### src/logic/tic_pkg.sv
// constants shared by the transmit insertion control block
// Functional notes
// RQ1: signaling bit enables robbed-bit signaling on all non-transparent channels
// RQ2: signaling input replaces channel LSB in signaling frames
// RQ3: extended superframe CRC in frames 2,6,...,22
// RQ4: CRC pass-through clear inserts internally computed CRC
// RQ5: CRC pass-through set takes CRC from serial input
// RQ6: framing pass-through clear inserts generated framing bits
// RQ7: framing pass-through set takes framing from serial input
// RQ8: format bit clear gives dual-unipolar outputs
// RQ9: format bit set sends NRZ, negative held low
// RQ10: pin-controlled mode defaults to dual-unipolar output
// RQ11: transparent channels skip signaling and bit-7 suppression
// RQ12: transparent mask spans three registers, channels 1-24
// RQ13: idle-masked channel data replaced by selected idle code
// RQ14: idle non-transparent channels still get robbed signaling
// RQ15: idle mask spans three registers, same channel mapping
// RQ16: idle select chooses 7F when 0, FF when 1
// RQ17: blue alarm overrides everything, forced during loopback
// RQ18: compose data, idle, signaling, bit 7, then alarms, line code
package tic_pkg;

  // ***************************************************************
  // timing
  // ***************************************************************
  localparam int CLK_HZ  = 250_000_000;
  localparam int BIT_HZ  = 1_544_000;
  localparam int BIT_DIV = CLK_HZ / BIT_HZ;

  // ***************************************************************
  // register indices and fields
  // ***************************************************************
  localparam logic [2:0] REG_TX_CONTROL    = 3'h0;
  localparam logic [2:0] REG_TRANSP_CH1_8  = 3'h1;
  localparam logic [2:0] REG_TRANSP_CH9_16 = 3'h2;
  localparam logic [2:0] REG_TRANSP_CH17_24 = 3'h3;
  localparam logic [2:0] REG_IDLE_CH1_8    = 3'h4;
  localparam logic [2:0] REG_IDLE_CH9_16   = 3'h5;
  localparam logic [2:0] REG_IDLE_CH17_24  = 3'h6;
  localparam logic [2:0] REG_STATUS        = 3'h7;

  localparam int CTL_IDLE_SEL   = 3;
  localparam int CTL_SIG_EN     = 4;
  localparam int CTL_CRC_PASS   = 5;
  localparam int CTL_FRAME_PASS = 6;
  localparam int CTL_NRZ        = 7;

  localparam logic [7:0] CTL_RESET     = 8'h10;
  localparam logic [7:0] CTL_HW_MODE   = 8'h10;
  localparam logic [7:0] CTL_USED_MASK = 8'hf8;
  localparam logic [7:0] MASK_RESET    = 8'h00;

  localparam logic [7:0] IDLE_CODE_LOW  = 8'h7f;
  localparam logic [7:0] IDLE_CODE_HIGH = 8'hff;

  // ***************************************************************
  // frame structure
  // ***************************************************************
  localparam logic [4:0] LAST_SLOT      = 5'd24;
  localparam logic [2:0] LAST_BIT       = 3'd7;
  localparam logic [4:0] SF_LAST_FRAME  = 5'd11;
  localparam logic [4:0] ESF_LAST_FRAME = 5'd23;
  localparam logic [11:0] SF_F_PATTERN  = 12'h3b1;
  localparam logic [5:0] FPS_PATTERN    = 6'h34;
  localparam logic [5:0] CRC_POLY       = 6'h03;

  localparam int FIFO_DEPTH = 8;
  localparam int WORD_W     = 9;

endpackage

### src/logic/tic_fifo.sv
// word buffer between the system side and the frame composer
`timescale 1ns/1ps
module tic_fifo #(
  parameter int W     = 9,
  parameter int DEPTH = 8
) (
  input  wire logic         clk_sys,
  input  wire logic         resetn,
  input  wire logic [W-1:0] in_data,
  input  wire logic         in_valid,
  output logic              in_ready,
  output logic [W-1:0]      out_data,
  output logic              out_valid,
  input  wire logic         out_ready
);

  localparam int AW = $clog2(DEPTH);

  logic [W-1:0] mem [DEPTH];
  logic [AW:0]  wr_ptr;
  logic [AW:0]  rd_ptr;
  logic         push;
  logic         pop;

  assign in_ready  = (wr_ptr - rd_ptr) != (AW+1)'(DEPTH);
  assign out_valid = wr_ptr != rd_ptr;
  assign push      = in_valid && in_ready;
  assign pop       = out_valid && out_ready;
  assign out_data  = mem[rd_ptr[AW-1:0]];

  always_ff @(posedge clk_sys) begin
    if (push) begin
      mem[wr_ptr[AW-1:0]] <= in_data;
    end
  end

  always_ff @(posedge clk_sys or negedge resetn) begin
    if (!resetn) begin
      wr_ptr <= '0;
    end else if (push) begin
      wr_ptr <= wr_ptr + 1'b1;
    end
  end

  always_ff @(posedge clk_sys or negedge resetn) begin
    if (!resetn) begin
      rd_ptr <= '0;
    end else if (pop) begin
      rd_ptr <= rd_ptr + 1'b1;
    end
  end

endmodule

### src/logic/tic_line_coder.sv
// line coder: AMI with optional B8ZS, or NRZ on the positive output
`timescale 1ns/1ps
module tic_line_coder (
  input  wire logic clk_sys,
  input  wire logic resetn,
  input  wire logic bit_in,
  input  wire logic bit_valid,
  input  wire logic b8zs_enable,
  input  wire logic nrz_select,
  output logic      line_pos,
  output logic      line_neg
);

  // symbol codes: none, normal mark, violation mark
  localparam logic [1:0] SYM_ZERO = 2'b00;
  localparam logic [1:0] SYM_MARK = 2'b01;
  localparam logic [1:0] SYM_VIOL = 2'b11;

  logic [1:0] pipe [8];
  logic [1:0] next_pipe [8];
  logic [2:0] zero_run;
  logic       last_pol;
  logic       substitute;
  logic [1:0] leaving;

  // eight-bit delay lets a run of zeros be rewritten before it leaves
  assign leaving    = pipe[7];
  assign substitute = b8zs_enable && !bit_in && (zero_run == 3'd7);

  always_comb begin
    for (int i = 1; i < 8; i++) begin
      next_pipe[i] = pipe[i-1];
    end
    next_pipe[0] = bit_in ? SYM_MARK : SYM_ZERO;
    if (substitute) begin // B8ZS: eight zeros sent as 000VB0VB
      next_pipe[4] = SYM_VIOL;
      next_pipe[3] = SYM_MARK;
      next_pipe[1] = SYM_VIOL;
      next_pipe[0] = SYM_MARK;
    end
  end

  always_ff @(posedge clk_sys or negedge resetn) begin
    if (!resetn) begin
      for (int i = 0; i < 8; i++) begin
        pipe[i] <= SYM_ZERO;
      end
    end else if (bit_valid) begin
      pipe <= next_pipe;
    end
  end

  always_ff @(posedge clk_sys or negedge resetn) begin
    if (!resetn) begin
      zero_run <= 3'd0;
    end else if (bit_valid) begin
      if (bit_in || substitute) begin
        zero_run <= 3'd0;
      end else if (zero_run != 3'd7) begin
        zero_run <= zero_run + 3'd1;
      end
    end
  end

  always_ff @(posedge clk_sys or negedge resetn) begin
    if (!resetn) begin
      line_pos <= 1'b0;
      line_neg <= 1'b0;
      last_pol <= 1'b0;
    end else if (bit_valid) begin
      if (nrz_select) begin
        line_pos <= leaving != SYM_ZERO; // RQ9
        line_neg <= 1'b0; // RQ9
      end else if (leaving == SYM_MARK) begin
        line_pos <= !last_pol; // RQ8
        line_neg <= last_pol; // RQ8
        last_pol <= !last_pol;
      end else if (leaving == SYM_VIOL) begin
        // a violation repeats the previous polarity
        line_pos <= last_pol;
        line_neg <= !last_pol;
      end else begin
        line_pos <= 1'b0;
        line_neg <= 1'b0;
      end
    end
  end

endmodule

### src/logic/tic_top.sv
// transmit insertion control: frame composer, registers, buffer and coder
`timescale 1ns/1ps
module tic_top
  import tic_pkg::*;
(
  input  wire logic       clk_sys,
  input  wire logic       resetn,
  input  wire logic [2:0] reg_index,
  input  wire logic       reg_write,
  input  wire logic [7:0] reg_wdata,
  output logic [7:0]      reg_rdata,
  input  wire logic       hardware_mode,
  input  wire logic       extended_superframe_mode,
  input  wire logic       bit_seven_suppression,
  input  wire logic       b8zs_enable,
  input  wire logic       blue_alarm_request,
  input  wire logic       loopback_active,
  input  wire logic [7:0] tx_serial_data_input,
  input  wire logic       tx_signaling_input,
  input  wire logic       tx_word_valid,
  output logic            tx_word_ready,
  output logic            tx_frame_pulse,
  output logic            tx_positive_output,
  output logic            tx_negative_output
);

  // ***************************************************************
  // helpers
  // ***************************************************************
  function automatic logic mask_bit(input logic [23:0] mask, input logic [4:0] slot);
    logic hit;
    hit = 1'b0;
    if (slot != 5'd0 && slot <= LAST_SLOT) begin
      hit = mask[slot - 5'd1];
    end
    return hit;
  endfunction

  function automatic logic [5:0] crc_step(input logic [5:0] crc, input logic bit_in);
    logic fb;
    fb = crc[5] ^ bit_in;
    return {crc[4:0], 1'b0} ^ (fb ? CRC_POLY : 6'h00);
  endfunction

  // ***************************************************************
  // registers
  // ***************************************************************
  logic [7:0]  transmit_control_reg;
  logic [7:0]  transparent_mask_ch1_8;
  logic [7:0]  transparent_mask_ch9_16;
  logic [7:0]  transparent_mask_ch17_24;
  logic [7:0]  idle_mask_ch1_8;
  logic [7:0]  idle_mask_ch9_16;
  logic [7:0]  idle_mask_ch17_24;
  logic [7:0]  ctl;
  logic [23:0] transparent_mask;
  logic [23:0] idle_mask;
  logic [7:0]  status_value;
  logic [7:0]  next_rdata;

  // frame position
  logic [7:0]  div_cnt;
  logic        tick;
  logic        tick_pending;
  logic [2:0]  bit_cnt;
  logic [4:0]  slot;
  logic [4:0]  frame;
  logic [4:0]  frame_last;
  logic        need_word;
  logic        go;
  logic        starved;

  // buffer
  logic [WORD_W-1:0] fifo_out;
  logic              fifo_valid;
  logic              fifo_ready;
  logic [7:0]        word_data;
  logic              word_sig;

  // composition
  logic        chan_transparent;
  logic        chan_idle;
  logic        sig_frame;
  logic [7:0]  composed;
  logic [7:0]  held_byte;
  logic        framing_bit;
  logic        payload_bit;
  logic        line_bit;
  logic        blue_active;
  logic [5:0]  crc_run;
  logic [5:0]  crc_hold;
  logic        superframe_end;

  // pin-controlled mode ignores the software control register and falls back to fixed defaults
  assign ctl = hardware_mode ? CTL_HW_MODE : transmit_control_reg; // RQ10

  assign transparent_mask = {transparent_mask_ch17_24, transparent_mask_ch9_16,
                             transparent_mask_ch1_8}; // RQ12
  assign idle_mask        = {idle_mask_ch17_24, idle_mask_ch9_16, idle_mask_ch1_8}; // RQ15

  always_ff @(posedge clk_sys or negedge resetn) begin
    if (!resetn) begin
      transmit_control_reg <= CTL_RESET;
    end else if (reg_write && reg_index == REG_TX_CONTROL) begin
      transmit_control_reg <= reg_wdata & CTL_USED_MASK;
    end
  end

  always_ff @(posedge clk_sys or negedge resetn) begin
    if (!resetn) begin
      transparent_mask_ch1_8   <= MASK_RESET;
      transparent_mask_ch9_16  <= MASK_RESET;
      transparent_mask_ch17_24 <= MASK_RESET;
    end else if (reg_write) begin
      if (reg_index == REG_TRANSP_CH1_8) begin
        transparent_mask_ch1_8 <= reg_wdata;
      end
      if (reg_index == REG_TRANSP_CH9_16) begin
        transparent_mask_ch9_16 <= reg_wdata;
      end
      if (reg_index == REG_TRANSP_CH17_24) begin
        transparent_mask_ch17_24 <= reg_wdata;
      end
    end
  end

  always_ff @(posedge clk_sys or negedge resetn) begin
    if (!resetn) begin
      idle_mask_ch1_8   <= MASK_RESET;
      idle_mask_ch9_16  <= MASK_RESET;
      idle_mask_ch17_24 <= MASK_RESET;
    end else if (reg_write) begin
      if (reg_index == REG_IDLE_CH1_8) begin
        idle_mask_ch1_8 <= reg_wdata;
      end
      if (reg_index == REG_IDLE_CH9_16) begin
        idle_mask_ch9_16 <= reg_wdata;
      end
      if (reg_index == REG_IDLE_CH17_24) begin
        idle_mask_ch17_24 <= reg_wdata;
      end
    end
  end

  assign status_value = {1'b0, starved, extended_superframe_mode, frame};

  always_comb begin
    unique case (reg_index)
      REG_TX_CONTROL:     next_rdata = ctl;
      REG_TRANSP_CH1_8:   next_rdata = transparent_mask_ch1_8;
      REG_TRANSP_CH9_16:  next_rdata = transparent_mask_ch9_16;
      REG_TRANSP_CH17_24: next_rdata = transparent_mask_ch17_24;
      REG_IDLE_CH1_8:     next_rdata = idle_mask_ch1_8;
      REG_IDLE_CH9_16:    next_rdata = idle_mask_ch9_16;
      REG_IDLE_CH17_24:   next_rdata = idle_mask_ch17_24;
      REG_STATUS:         next_rdata = status_value;
    endcase
  end

  always_ff @(posedge clk_sys or negedge resetn) begin
    if (!resetn) begin
      reg_rdata <= 8'h00;
    end else begin
      reg_rdata <= next_rdata;
    end
  end

  // ***************************************************************
  // bit timing
  // ***************************************************************
  assign tick = div_cnt == 8'(BIT_DIV - 1);

  always_ff @(posedge clk_sys or negedge resetn) begin
    if (!resetn) begin
      div_cnt <= 8'h00;
    end else if (tick) begin
      div_cnt <= 8'h00;
    end else begin
      div_cnt <= div_cnt + 8'h01;
    end
  end

  // a tick waits here while the buffer is empty; a new tick wins over the clear
  always_ff @(posedge clk_sys or negedge resetn) begin
    if (!resetn) begin
      tick_pending <= 1'b0;
    end else if (tick) begin
      tick_pending <= 1'b1;
    end else if (go) begin
      tick_pending <= 1'b0;
    end
  end

  assign need_word  = bit_cnt == 3'd0;
  assign go         = tick_pending && (!need_word || fifo_valid);
  assign fifo_ready = go && need_word;
  assign starved    = tick_pending && need_word && !fifo_valid;
  assign frame_last = extended_superframe_mode ? ESF_LAST_FRAME : SF_LAST_FRAME;
  assign superframe_end = go && slot == LAST_SLOT && bit_cnt == LAST_BIT
                          && frame >= frame_last;

  always_ff @(posedge clk_sys or negedge resetn) begin
    if (!resetn) begin
      bit_cnt <= 3'd0;
      slot    <= 5'd0;
      frame   <= 5'd0;
    end else if (go) begin
      if (slot == 5'd0) begin
        slot <= 5'd1;
      end else if (bit_cnt != LAST_BIT) begin
        bit_cnt <= bit_cnt + 3'd1;
      end else begin
        bit_cnt <= 3'd0;
        if (slot != LAST_SLOT) begin
          slot <= slot + 5'd1;
        end else begin
          slot  <= 5'd0;
          frame <= (frame >= frame_last) ? 5'd0 : frame + 5'd1;
        end
      end
    end
  end

  // ***************************************************************
  // buffer
  // ***************************************************************
  tic_fifo #(
    .W     (WORD_W),
    .DEPTH (FIFO_DEPTH)
  ) u_fifo (
    .clk_sys   (clk_sys),
    .resetn    (resetn),
    .in_data   ({tx_signaling_input, tx_serial_data_input}),
    .in_valid  (tx_word_valid),
    .in_ready  (tx_word_ready),
    .out_data  (fifo_out),
    .out_valid (fifo_valid),
    .out_ready (fifo_ready)
  );

  assign word_data = fifo_out[7:0];
  assign word_sig  = fifo_out[8];

  // ***************************************************************
  // channel composition
  // ***************************************************************
  assign chan_transparent = mask_bit(transparent_mask, slot);
  assign chan_idle        = mask_bit(idle_mask, slot);
  assign sig_frame = frame == 5'd5 || frame == 5'd11 || frame == 5'd17 || frame == 5'd23;

  // order matters: idle first, then signaling, then the all-zero guard
  always_comb begin
    composed = word_data; // RQ18
    if (chan_idle) begin
      composed = ctl[CTL_IDLE_SEL] ? IDLE_CODE_HIGH : IDLE_CODE_LOW; // RQ13 RQ16
    end
    if (ctl[CTL_SIG_EN] && sig_frame && !chan_transparent) begin // RQ1 RQ11 RQ14
      composed[0] = word_sig; // RQ2
    end
    if (bit_seven_suppression && !chan_transparent && composed == 8'h00) begin // RQ11
      composed[1] = 1'b1;
    end
  end

  always_ff @(posedge clk_sys or negedge resetn) begin
    if (!resetn) begin
      held_byte <= 8'h00;
    end else if (go && need_word && slot != 5'd0) begin
      held_byte <= composed;
    end
  end

  // ***************************************************************
  // framing bit
  // ***************************************************************
  always_comb begin
    framing_bit = 1'b1;
    if (!extended_superframe_mode) begin
      framing_bit = ctl[CTL_FRAME_PASS] ? word_data[0] : SF_F_PATTERN[frame[3:0]]; // RQ6 RQ7
    end else if (frame[1:0] == 2'd1) begin
      // frames 2, 6, ... 22 carry the previous superframe's check bits
      framing_bit = ctl[CTL_CRC_PASS] ? word_data[0] : crc_hold[3'd5 - frame[4:2]]; // RQ3 RQ4 RQ5
    end else if (frame[1:0] == 2'd3) begin
      framing_bit = ctl[CTL_FRAME_PASS] ? word_data[0] : FPS_PATTERN[frame[4:2]]; // RQ6 RQ7
    end
  end

  assign payload_bit = (slot == 5'd0) ? framing_bit
                     : (need_word ? composed[7] : held_byte[3'd7 - bit_cnt]);

  // ***************************************************************
  // check sequence over the outgoing superframe, framing bits taken as one
  // ***************************************************************
  always_ff @(posedge clk_sys or negedge resetn) begin
    if (!resetn) begin
      crc_run  <= 6'h00;
      crc_hold <= 6'h00;
    end else if (superframe_end) begin
      crc_hold <= crc_step(crc_run, payload_bit); // RQ4
      crc_run  <= 6'h00;
    end else if (go) begin
      crc_run <= crc_step(crc_run, (slot == 5'd0) ? 1'b1 : payload_bit);
    end
  end

  // ***************************************************************
  // alarms and line output
  // ***************************************************************
  assign blue_active = blue_alarm_request || loopback_active; // RQ17
  assign line_bit    = blue_active ? 1'b1 : payload_bit; // RQ17 RQ18

  always_ff @(posedge clk_sys or negedge resetn) begin
    if (!resetn) begin
      tx_frame_pulse <= 1'b0;
    end else begin
      tx_frame_pulse <= go && slot == 5'd0;
    end
  end

  tic_line_coder u_coder (
    .clk_sys     (clk_sys),
    .resetn      (resetn),
    .bit_in      (line_bit),
    .bit_valid   (go),
    .b8zs_enable (b8zs_enable),
    .nrz_select  (ctl[CTL_NRZ]),
    .line_pos    (tx_positive_output),
    .line_neg    (tx_negative_output)
  );

endmodule

### config.mk
export PLATFORM = sky130hd
export DESIGN_NAME = tic_top
export DESIGN_NICKNAME = d
export VERILOG_FILES = /design/src/logic/tic_pkg.sv /design/src/logic/tic_fifo.sv /design/src/logic/tic_line_coder.sv /design/src/logic/tic_top.sv
export SDC_FILE = /design/constraint.sdc
export NUM_CORES = 1
export LEC_CHECK = 0
export BUFFER_PORTS_ARGS = -buffer_cell sky130_fd_sc_hd__buf_2
export CORE_MARGIN = 8
export CORE_UTILIZATION = 29
export DETAILED_ROUTE_END_ITERATION = 16
export GPL_ROUTABILITY_DRIVEN = 0
export SLEW_MARGIN = 20
export SYNTH_ARGS = -nofsm -noshare
export SYNTH_HDL_FRONTEND = slang
export SYNTH_HIERARCHICAL = 1
export SYNTH_SLANG_ARGS = --single-unit
### constraint.sdc
create_clock -name clk_sys -period 4.8 [get_ports clk_sys]
set_clock_uncertainty 0.05 [all_clocks]
set_input_delay 0 -clock clk_sys [delete_from_list [all_inputs] [get_ports clk_sys]]
set_output_delay 0 -clock clk_sys [all_outputs]
set_load 0.05 [all_outputs]
# Word-level counts from Yosys, hierarchy flattened

Memories as Yosys holds them, arrays and structs flattened.
Cells that the tools add are included.

Add/subtract/negate cells: 11
$lt $le $gt $ge: 7
Equality and inequality tests: 25
Multiplexer cells: 54
Bitwise gates (word level): 8
Reductions and logical operators: 50

Operators with widths:

| cell                                                                          | number |
|---|---|
| 8-bit one-hot mux with 8 select lines                                         | 1 |
| 8-bit 2-to-1 mux                                                              | 4 |
| 1-bit 2-to-1 mux                                                              | 31 |
| 5-bit 2-to-1 mux                                                              | 5 |
| 1-bit logical AND                                                             | 19 |
| 3-bit == test (second input constant)                                         | 6 |
| 2-bit AND reduction                                                           | 9 |
| 5-bit == test (second input constant)                                         | 3 |
| 3-bit by 4-bit less-than comparator with 1-bit output (second input constant) | 3 |
| 6-bit 2-to-1 mux                                                              | 2 |
| 6-bit by 2-bit bitwise XOR with 6-bit output                                  | 2 |
| 5-bit by 1-bit adder with 5-bit output (second input constant)                | 2 |
| 1-bit binary-select mux with 5-bit select                                     | 2 |
| 3-bit 2-to-1 mux                                                              | 3 |
| 4-bit by 1-bit adder with 4-bit output (second input constant)                | 2 |
| 8-bit by 1-bit adder with 8-bit output (second input constant)                | 1 |
| 8-bit == test (second input constant)                                         | 1 |
| 8-bit logical NOT                                                             | 1 |
| 4-bit 2-to-1 mux                                                              | 2 |
| 2-bit nonzero test                                                            | 4 |
| 3-bit by 1-bit adder with 3-bit output (second input constant)                | 2 |
| 1-bit binary-select mux with 3-bit select                                     | 2 |
| 3-bit by 2-bit == test with 1-bit output (second input constant)              | 2 |
| 3-bit logical NOT                                                             | 2 |
| other kinds (26)                                                              | 44 |

Bits in registers: 134
RAM bits: 72
Memory bits (read-only): 24
Input bits: 30
Output and inout port bits: 12
Logic and storage cells: 189
Memories: 3

Memory list:

| name             | words | bits a word | rd ports | clocked after Yosys merged registers in | write ports | RTL line       | text |
|---|---|---|---|---|---|---|---|
| u_fifo.mem       | 8     | 9           | 1        | 0                                       | 1           | tic_fifo.sv:19 | `logic [W-1:0] mem [DEPTH];` |
| (name not given) | 16    | 1           | 1        | 0                                       | 0           | tic_top.sv:279 | `framing_bit = ctl[CTL_FRAME_PASS] ? word_data[0] : SF_F_PATTERN[frame[3:0]];` |
| (name not given) | 8     | 1           | 1        | 0                                       | 0           | tic_top.sv:284 | `framing_bit = ctl[CTL_FRAME_PASS] ? word_data[0] : FPS_PATTERN[frame[4:2]];` |

# Logic depth before layout (Yosys ltp)

Word-level depth: 14
Depth in mapped cells: 16
Mapped depth without buffers: 12

# Cells and area by module

The synthesis kept the hierarchy.

Modules (own cells, without submodules):

| module         | times used | cells an instance | area each (um2) |
|---|---|---|---|
| tic_top        | 1          | 510               | 5696.7 |
| tic_fifo       | 1          | 178               | 3276.9 |
| tic_line_coder | 1          | 82                | 930.9 |

# Least setup slack after synthesis

No wires, ideal clock.

Path type: register -> register
Start: reg slot[0]
End: reg u_coder.pipe, in the netlist u_coder/next_pipe[11]
Setup time: 125 ps
Arrival time: 4006 ps
Setup slack: 618 ps
Stages on the path, launching flop included: 15
Path buffers: 3
Cells stage by stage: dfrtp_1 buf_2 buf_1 inv_1 ha_1 xnor2_2 mux4_2 nand2b_4 a311oi_4 mux2_4 o21bai_1 a211o_1 and3b_1 buf_6 mux2_4

Cells in the longest elaborated chain, start to end: 12
Elaborated cells on any way between the ends: 16
Those cells by class: add/sub: 1; order compare: 1; mux: 8; reduce/logical: 6

Ends and longest elaborated chain:

| element                                     | RTL line             | text |
|---|---|---|
| start: declaration                          | tic_top.sv:66        | `logic [4:0] slot;` |
| start signal: assignment                    | tic_top.sv:215       | `slot <= slot + 5'd1;` |
| 5-bit by 1-bit subtractor with 5-bit output | tic_top.sv:34        | `hit = mask[slot - 5'd1];` |
| 1-bit binary-select mux with 5-bit select   | tic_top.sv:34        |  |
| 1-bit 2-to-1 mux (not written as such)      | tic_top.sv:34        |  |
| 1-bit 2-to-1 mux                            | tic_top.sv:33        | `if (slot != 5'd0 && slot <= LAST_SLOT) begin` |
| 8-bit 2-to-1 mux                            | tic_top.sv:254       | `if (chan_idle) begin` |
| 1-bit 2-to-1 mux                            | tic_top.sv:289       | `: (need_word ? composed[7] : held_byte[3'd7 - bit_cnt]);` |
| 1-bit 2-to-1 mux *                          | tic_top.sv:288       | `assign payload_bit = (slot == 5'd0) ? framing_bit` |
| 1-bit 2-to-1 mux *                          | tic_top.sv:310       | `assign line_bit = blue_active ? 1'b1 : payload_bit;` |
| via line_bit                                | tic_top.sv:88        | `logic line_bit;` |
| 1-bit logical NOT *                         | tic_line_coder.sv:28 | `assign substitute = b8zs_enable && !bit_in && (zero_run == 3'd7);` |
| 1-bit logical AND * (2 in a row)            | tic_line_coder.sv:28 |  |
| 4-bit 2-to-1 mux *                          | tic_line_coder.sv:35 | `if (substitute) begin` |
| end signal: assignment                      | tic_line_coder.sv:49 | `pipe <= next_pipe;` |
| end: declaration                            | tic_line_coder.sv:19 | `logic [1:0] pipe [8];` |

Mark *: on every way through the listed nets, which the timed path passes. The rest lies on a longest branch. The select of a mux whose other input is x is not followed.
A chain may end at the register's enable or synchronous reset.

# Worst setup path after layout

Start: reg slot[1]
End: reg u_coder.zero_run[1]

Cells in the longest elaborated chain, start to end: 14
Elaborated cells on any way between the ends: 19
Those cells by class: add/sub: 1; order compare: 1; mux: 8; reduce/logical: 9

Ends and longest elaborated chain:

| element                                     | RTL line             | text |
|---|---|---|
| 5-bit by 1-bit subtractor with 5-bit output | tic_top.sv:34        |  |
| 1-bit binary-select mux with 5-bit select   | tic_top.sv:34        |  |
| 1-bit 2-to-1 mux (not written as such)      | tic_top.sv:34        |  |
| 1-bit 2-to-1 mux                            | tic_top.sv:33        |  |
| 8-bit 2-to-1 mux                            | tic_top.sv:254       |  |
| 1-bit 2-to-1 mux                            | tic_top.sv:289       |  |
| 1-bit 2-to-1 mux *                          | tic_top.sv:288       |  |
| 1-bit 2-to-1 mux *                          | tic_top.sv:310       |  |
| via line_bit                                | tic_top.sv:88        |  |
| 1-bit logical NOT                           | tic_line_coder.sv:28 |  |
| 1-bit logical AND (2 in a row)              | tic_line_coder.sv:28 |  |
| 1-bit logical OR *                          | tic_line_coder.sv:57 | `if (bit_in \|\| substitute) begin` |
| 2-bit nonzero test (no line)                | n/a                  |  |
| 2-bit AND reduction (no line)               | n/a                  |  |
| end signal: assignment                      | tic_line_coder.sv:60 | `zero_run <= zero_run + 3'd1;` |
| end: declaration                            | tic_line_coder.sv:21 | `logic [2:0] zero_run;` |

Marked as above.

==> impl_metrics.yaml <==
yosys:
  async_reset_ff_share_pct: 64.88
  dominantRegCellSynth: "sky130_fd_sc_hd__dfrtp_1"
  synth_xor_area_share_pct: 1.806
  netlist_area_um2: 9904
  seq_area_frac_synth_pct: 55.44
  synth_cells: 770
  post_synth_mux_area_share_pct: 18.54
  synth-compound-area-share_pct: 7.668
  yosysWarningCount: 6
  postSynthRegisterBits: 205
  synth.net_count: 820
  synth-simple-area-share_pct: 11.27
  ys_types: 66
  synth_top_family_by_area: "multiplexers"
  synth-edff-count: 72
  arithmetic_cell_share_of_the_synthesized_area_counting_full_adders_half_adders_and_majority_gates_pct: 2.527
  synth_area_per_cell_um2: 12.86
timing:
  final-setup-viol-count: 0
  fin_crit_sh_pct: 84.82
  worstMarginPinSlew_ns: 0.8412
  setup_total_negative_slack_ns: 0
  maxSlewHeadroom_pct: 43.92
  post-route-min-period_ns: 4.071
  timing.final.max_slew_violations: 0
  final_hold_viol_count: 0
  fmax_mhz: 245.6
  rsz0062_at_grt: "no"
grt:
  grt_pass1_vias: 6492
  grt_first_pass_wirelength_um: 36180
  globalRouteTotalUtil_pct: 10.95
  antenna_found_initial: 0
  gr-total-overflow: 0
  grt_start_max_net_pins: 77
clock_tree:
  numCtsBuffers: 22
  cts_tree: "yes"
  clockRootBuffer: "sky130_fd_sc_hd__clkbuf_16"
  ctsHtreeMaxLevel: 1
  cts_repair_resize_count: 0
  numClockSinks: 205
  clk_pin_slew_ns: 0.06
  post_cts.repair.setup_buffers: 0
  cts_hold_repair.buffers: 27
  clk_latency_ns: 0.52
  cts_buffer_depth: 3
worst_setup_path:
  critical_register_to_register_path_endpoint: "u_coder/zero_run[1]"
  startpoint: "slot[1]"
  cp.buffers_inverters: 3
  cp-endpoint: "u_coder/zero_run[1]"
  worstRegToRegCells: 12
  slowest_cell_on_the_critical_path: "sky130_fd_sc_hd__dlygate4sd3_1"
  crit_path_cell_trace: "inv_1 -> ha_1 -> buf_4 -> mux4_2 -> mux2i_1 -> nor4_1 -> a311oi_4 -> mux2_4 -> o21bai_1 -> a211o_1 -> dlygate4sd3_1 -> o22ai_1"
  r2r-start: "slot[1]"
  worst_path_dominant_cell_family: "multiplexers"
  timing.critical_path.depth: 12
  worstSetupPathType: "reg2reg"
  critPathLaunchType: "register"
  critical_path_peak_fanout: 10
  worst-endpoint-required_ns: 5.13
  worst_ep_arrival_time_ns: 4.40
  timing.reg2reg.setup_slack_ns: 0.73
  crit_path_end_kind: "register"
  slowest_delay_ns: 0.61
power:
  pwr-share-clk_pct: 36.7
  vdd_ir_drop_max_v: 0.0003622
  combinationalPowerShare_pct: 15.1
  power_leakage_nw: 4.689
  netSwitchingFraction_pct: 27.01
  cellInternalPower_mw: 3.308
  total_switching_power_mw: 1.224
  share_seq_of_total_power_pct: 48.2
  power.density_cell_area_nw_per_um2: 388.8
  total_power_mw: 4.532
layout:
  largest_register_ff_count: 72
  growth_of_design_area_from_synthesis_to_finish_pct: 17.70
  fillCellCount: 3276
  antenna_cells: 0
  final_util_pct: 34.68
  post_route_cells_drive_above_1_share_pct: 25.35
  instances_no_fill: 1308
  regArea_um2: 5492
  multi_input_comb_area_um2: 4173
  finalNetCount: 894
floorplan:
  core_region_area_um2: 33620
  start_util_pct: 29.46
  die_area_um2: 40320
  num_rows: 67
  chipHeight_um: 200.8
  die_w_um: 200.8
  boundaryPins: 42
route:
  detail_route.wl_per_cell_um: 17.03
  detail-route-antenna-nets: 0
  num_vias: 6366
  dr.first_iter.drc_count: 407
  route.detailed.drc: 0
  vias_per_cell: 4.867
  postRouteWirelength_um: 22270
  drt_first_pass_iters: 5
placed_design:
  portBuffers: 41
  number_of_placed_instances_with_taps_included: 1241
  post-dp-hpwl_um: 14950
run_status:
  run_status: "finished, final reports clean"
flow_run:
  drv_cap: 0
worst_hold_path:
  hold_path.class: "in2async"
through the flow:
step | setup WS (ns) | cell area, um2 | hold WS [ns]
after floorplan | 0.6185 | 9905 | -0.3456
final | 0.7288 | 11660 | 0.03546
after global placement | 0.9280 | 10690 | 0.02639
after detailed placement | 0.8669 | 10690 | 0.02982
after CTS | 0.7031 | 11660 | 0.02822
after global routing | 0.4760 | 11660 | 0.05352
synthesized netlist by cell type, drive strengths merged, types with 5 or more instances:
| cell type | n | area, um2 |
|---|---|---|
| nor3 | 13 | 65.06 |
| a22oi | 6 | 45.04 |
| nor2b | 13 | 81.33 |
| o22ai | 5 | 31.28 |
| buf | 13 | 68.81 |
| nand4 | 8 | 56.30 |
| nand2 | 75 | 281.5 |
| o21ai | 29 | 145.1 |
| a221oi | 5 | 43.79 |
| mux2 | 73 | 833.3 |
| mux2i | 17 | 170.2 |
| edfxtp | 72 | 2162 |
| nor2 | 42 | 157.7 |
| nand3 | 19 | 107.6 |
| dfrtp | 132 | 3303 |
| xnor2 | 13 | 121.4 |
| nand2b | 12 | 82.58 |
| nor4 | 8 | 50.05 |
| a21oi | 27 | 135.1 |
| inv | 30 | 112.6 |
| clkbuf | 23 | 86.33 |
| a22o | 5 | 43.79 |
| a31oi | 5 | 31.28 |
| ha | 20 | 250.2 |
| mux4 | 37 | 833.3 |
final cells by class:
class	count	area share (%)
clock inverters	11	0.7835
multi-input cells	498	35.79
clock buffers	29	5.216
flip-flops and latches	205	47.11
well taps	448	4.808
repair buffers	86	5.291
inverters	31	0.9982
layout by cell type, fill, tap and decap left out, types with 23 or more instances in the layout:
cell type,synthesis,layout
sky130_fd_sc_hd__dlygate4sd3_1,0,27
sky130_fd_sc_hd__nor2_1,42,42
sky130_fd_sc_hd__nand2_1,75,75
sky130_fd_sc_hd__mux4_2,37,37
sky130_fd_sc_hd__inv_1,30,30
sky130_fd_sc_hd__mux2_2,70,70
sky130_fd_sc_hd__a21oi_1,27,27
sky130_fd_sc_hd__edfxtp_1,72,72
sky130_fd_sc_hd__buf_2,7,40
sky130_fd_sc_hd__dfrtp_1,132,132
sky130_fd_sc_hd__clkbuf_16,0,23
sky130_fd_sc_hd__o21ai_0,28,28
how the worst min path moves through the flow:
stage | slack [ns] | start | to
after global routing | 0.05 | reg_write | transparent_mask_ch9_16[7]
after floorplan | -0.35 | resetn | bit_cnt[0]
after detailed placement | 0.03 | resetn | reg_rdata[2]
final | 0.04 | resetn | reg_rdata[2]
after CTS | 0.03 | reg_write | transparent_mask_ch9_16[7]
after global placement | 0.03 | resetn | reg_rdata[2]
power by group through the flow:
| stage | registers [mW] | logic (mW) | clock network [mW] |
|---|---|---|---|
| 6_report | 2.19 | 0.685 | 1.66 |
| 5_1_grt | 2.21 | 0.747 | 1.78 |
| 4_1_cts | 2.19 | 0.693 | 1.71 |
| 3_5_place_dp | 2.22 | 0.672 | 0 |
| 3_3_place_gp | 2.21 | 0.663 | 0 |
| 2_1_floorplan | 2.19 | 0.446 | 0 |
cell families (layout without fill, tap and decap cells):
logic type / Yosys count / after routing
buffers and inverters: 67 / 157
DFF: 205 / 205
xor gates and xnor gates: 18 / 18
muxes: 127 / 127
adders and majority gates: 20 / 20
and+or+nand+nor: 219 / 219
AOI/OAI and AO/OA: 114 / 114
routing by layer:
metal  track usage [%]  up-vias  share of wire [%]
met5                 0        -                  0
met4             2.865        0                2.2
li1                  -     3010                  -
met2             17.67      107                 46
met1             14.71     3213                 47
met3             2.404       36                4.0
Note: power is estimated with default switching activity, not from simulation.
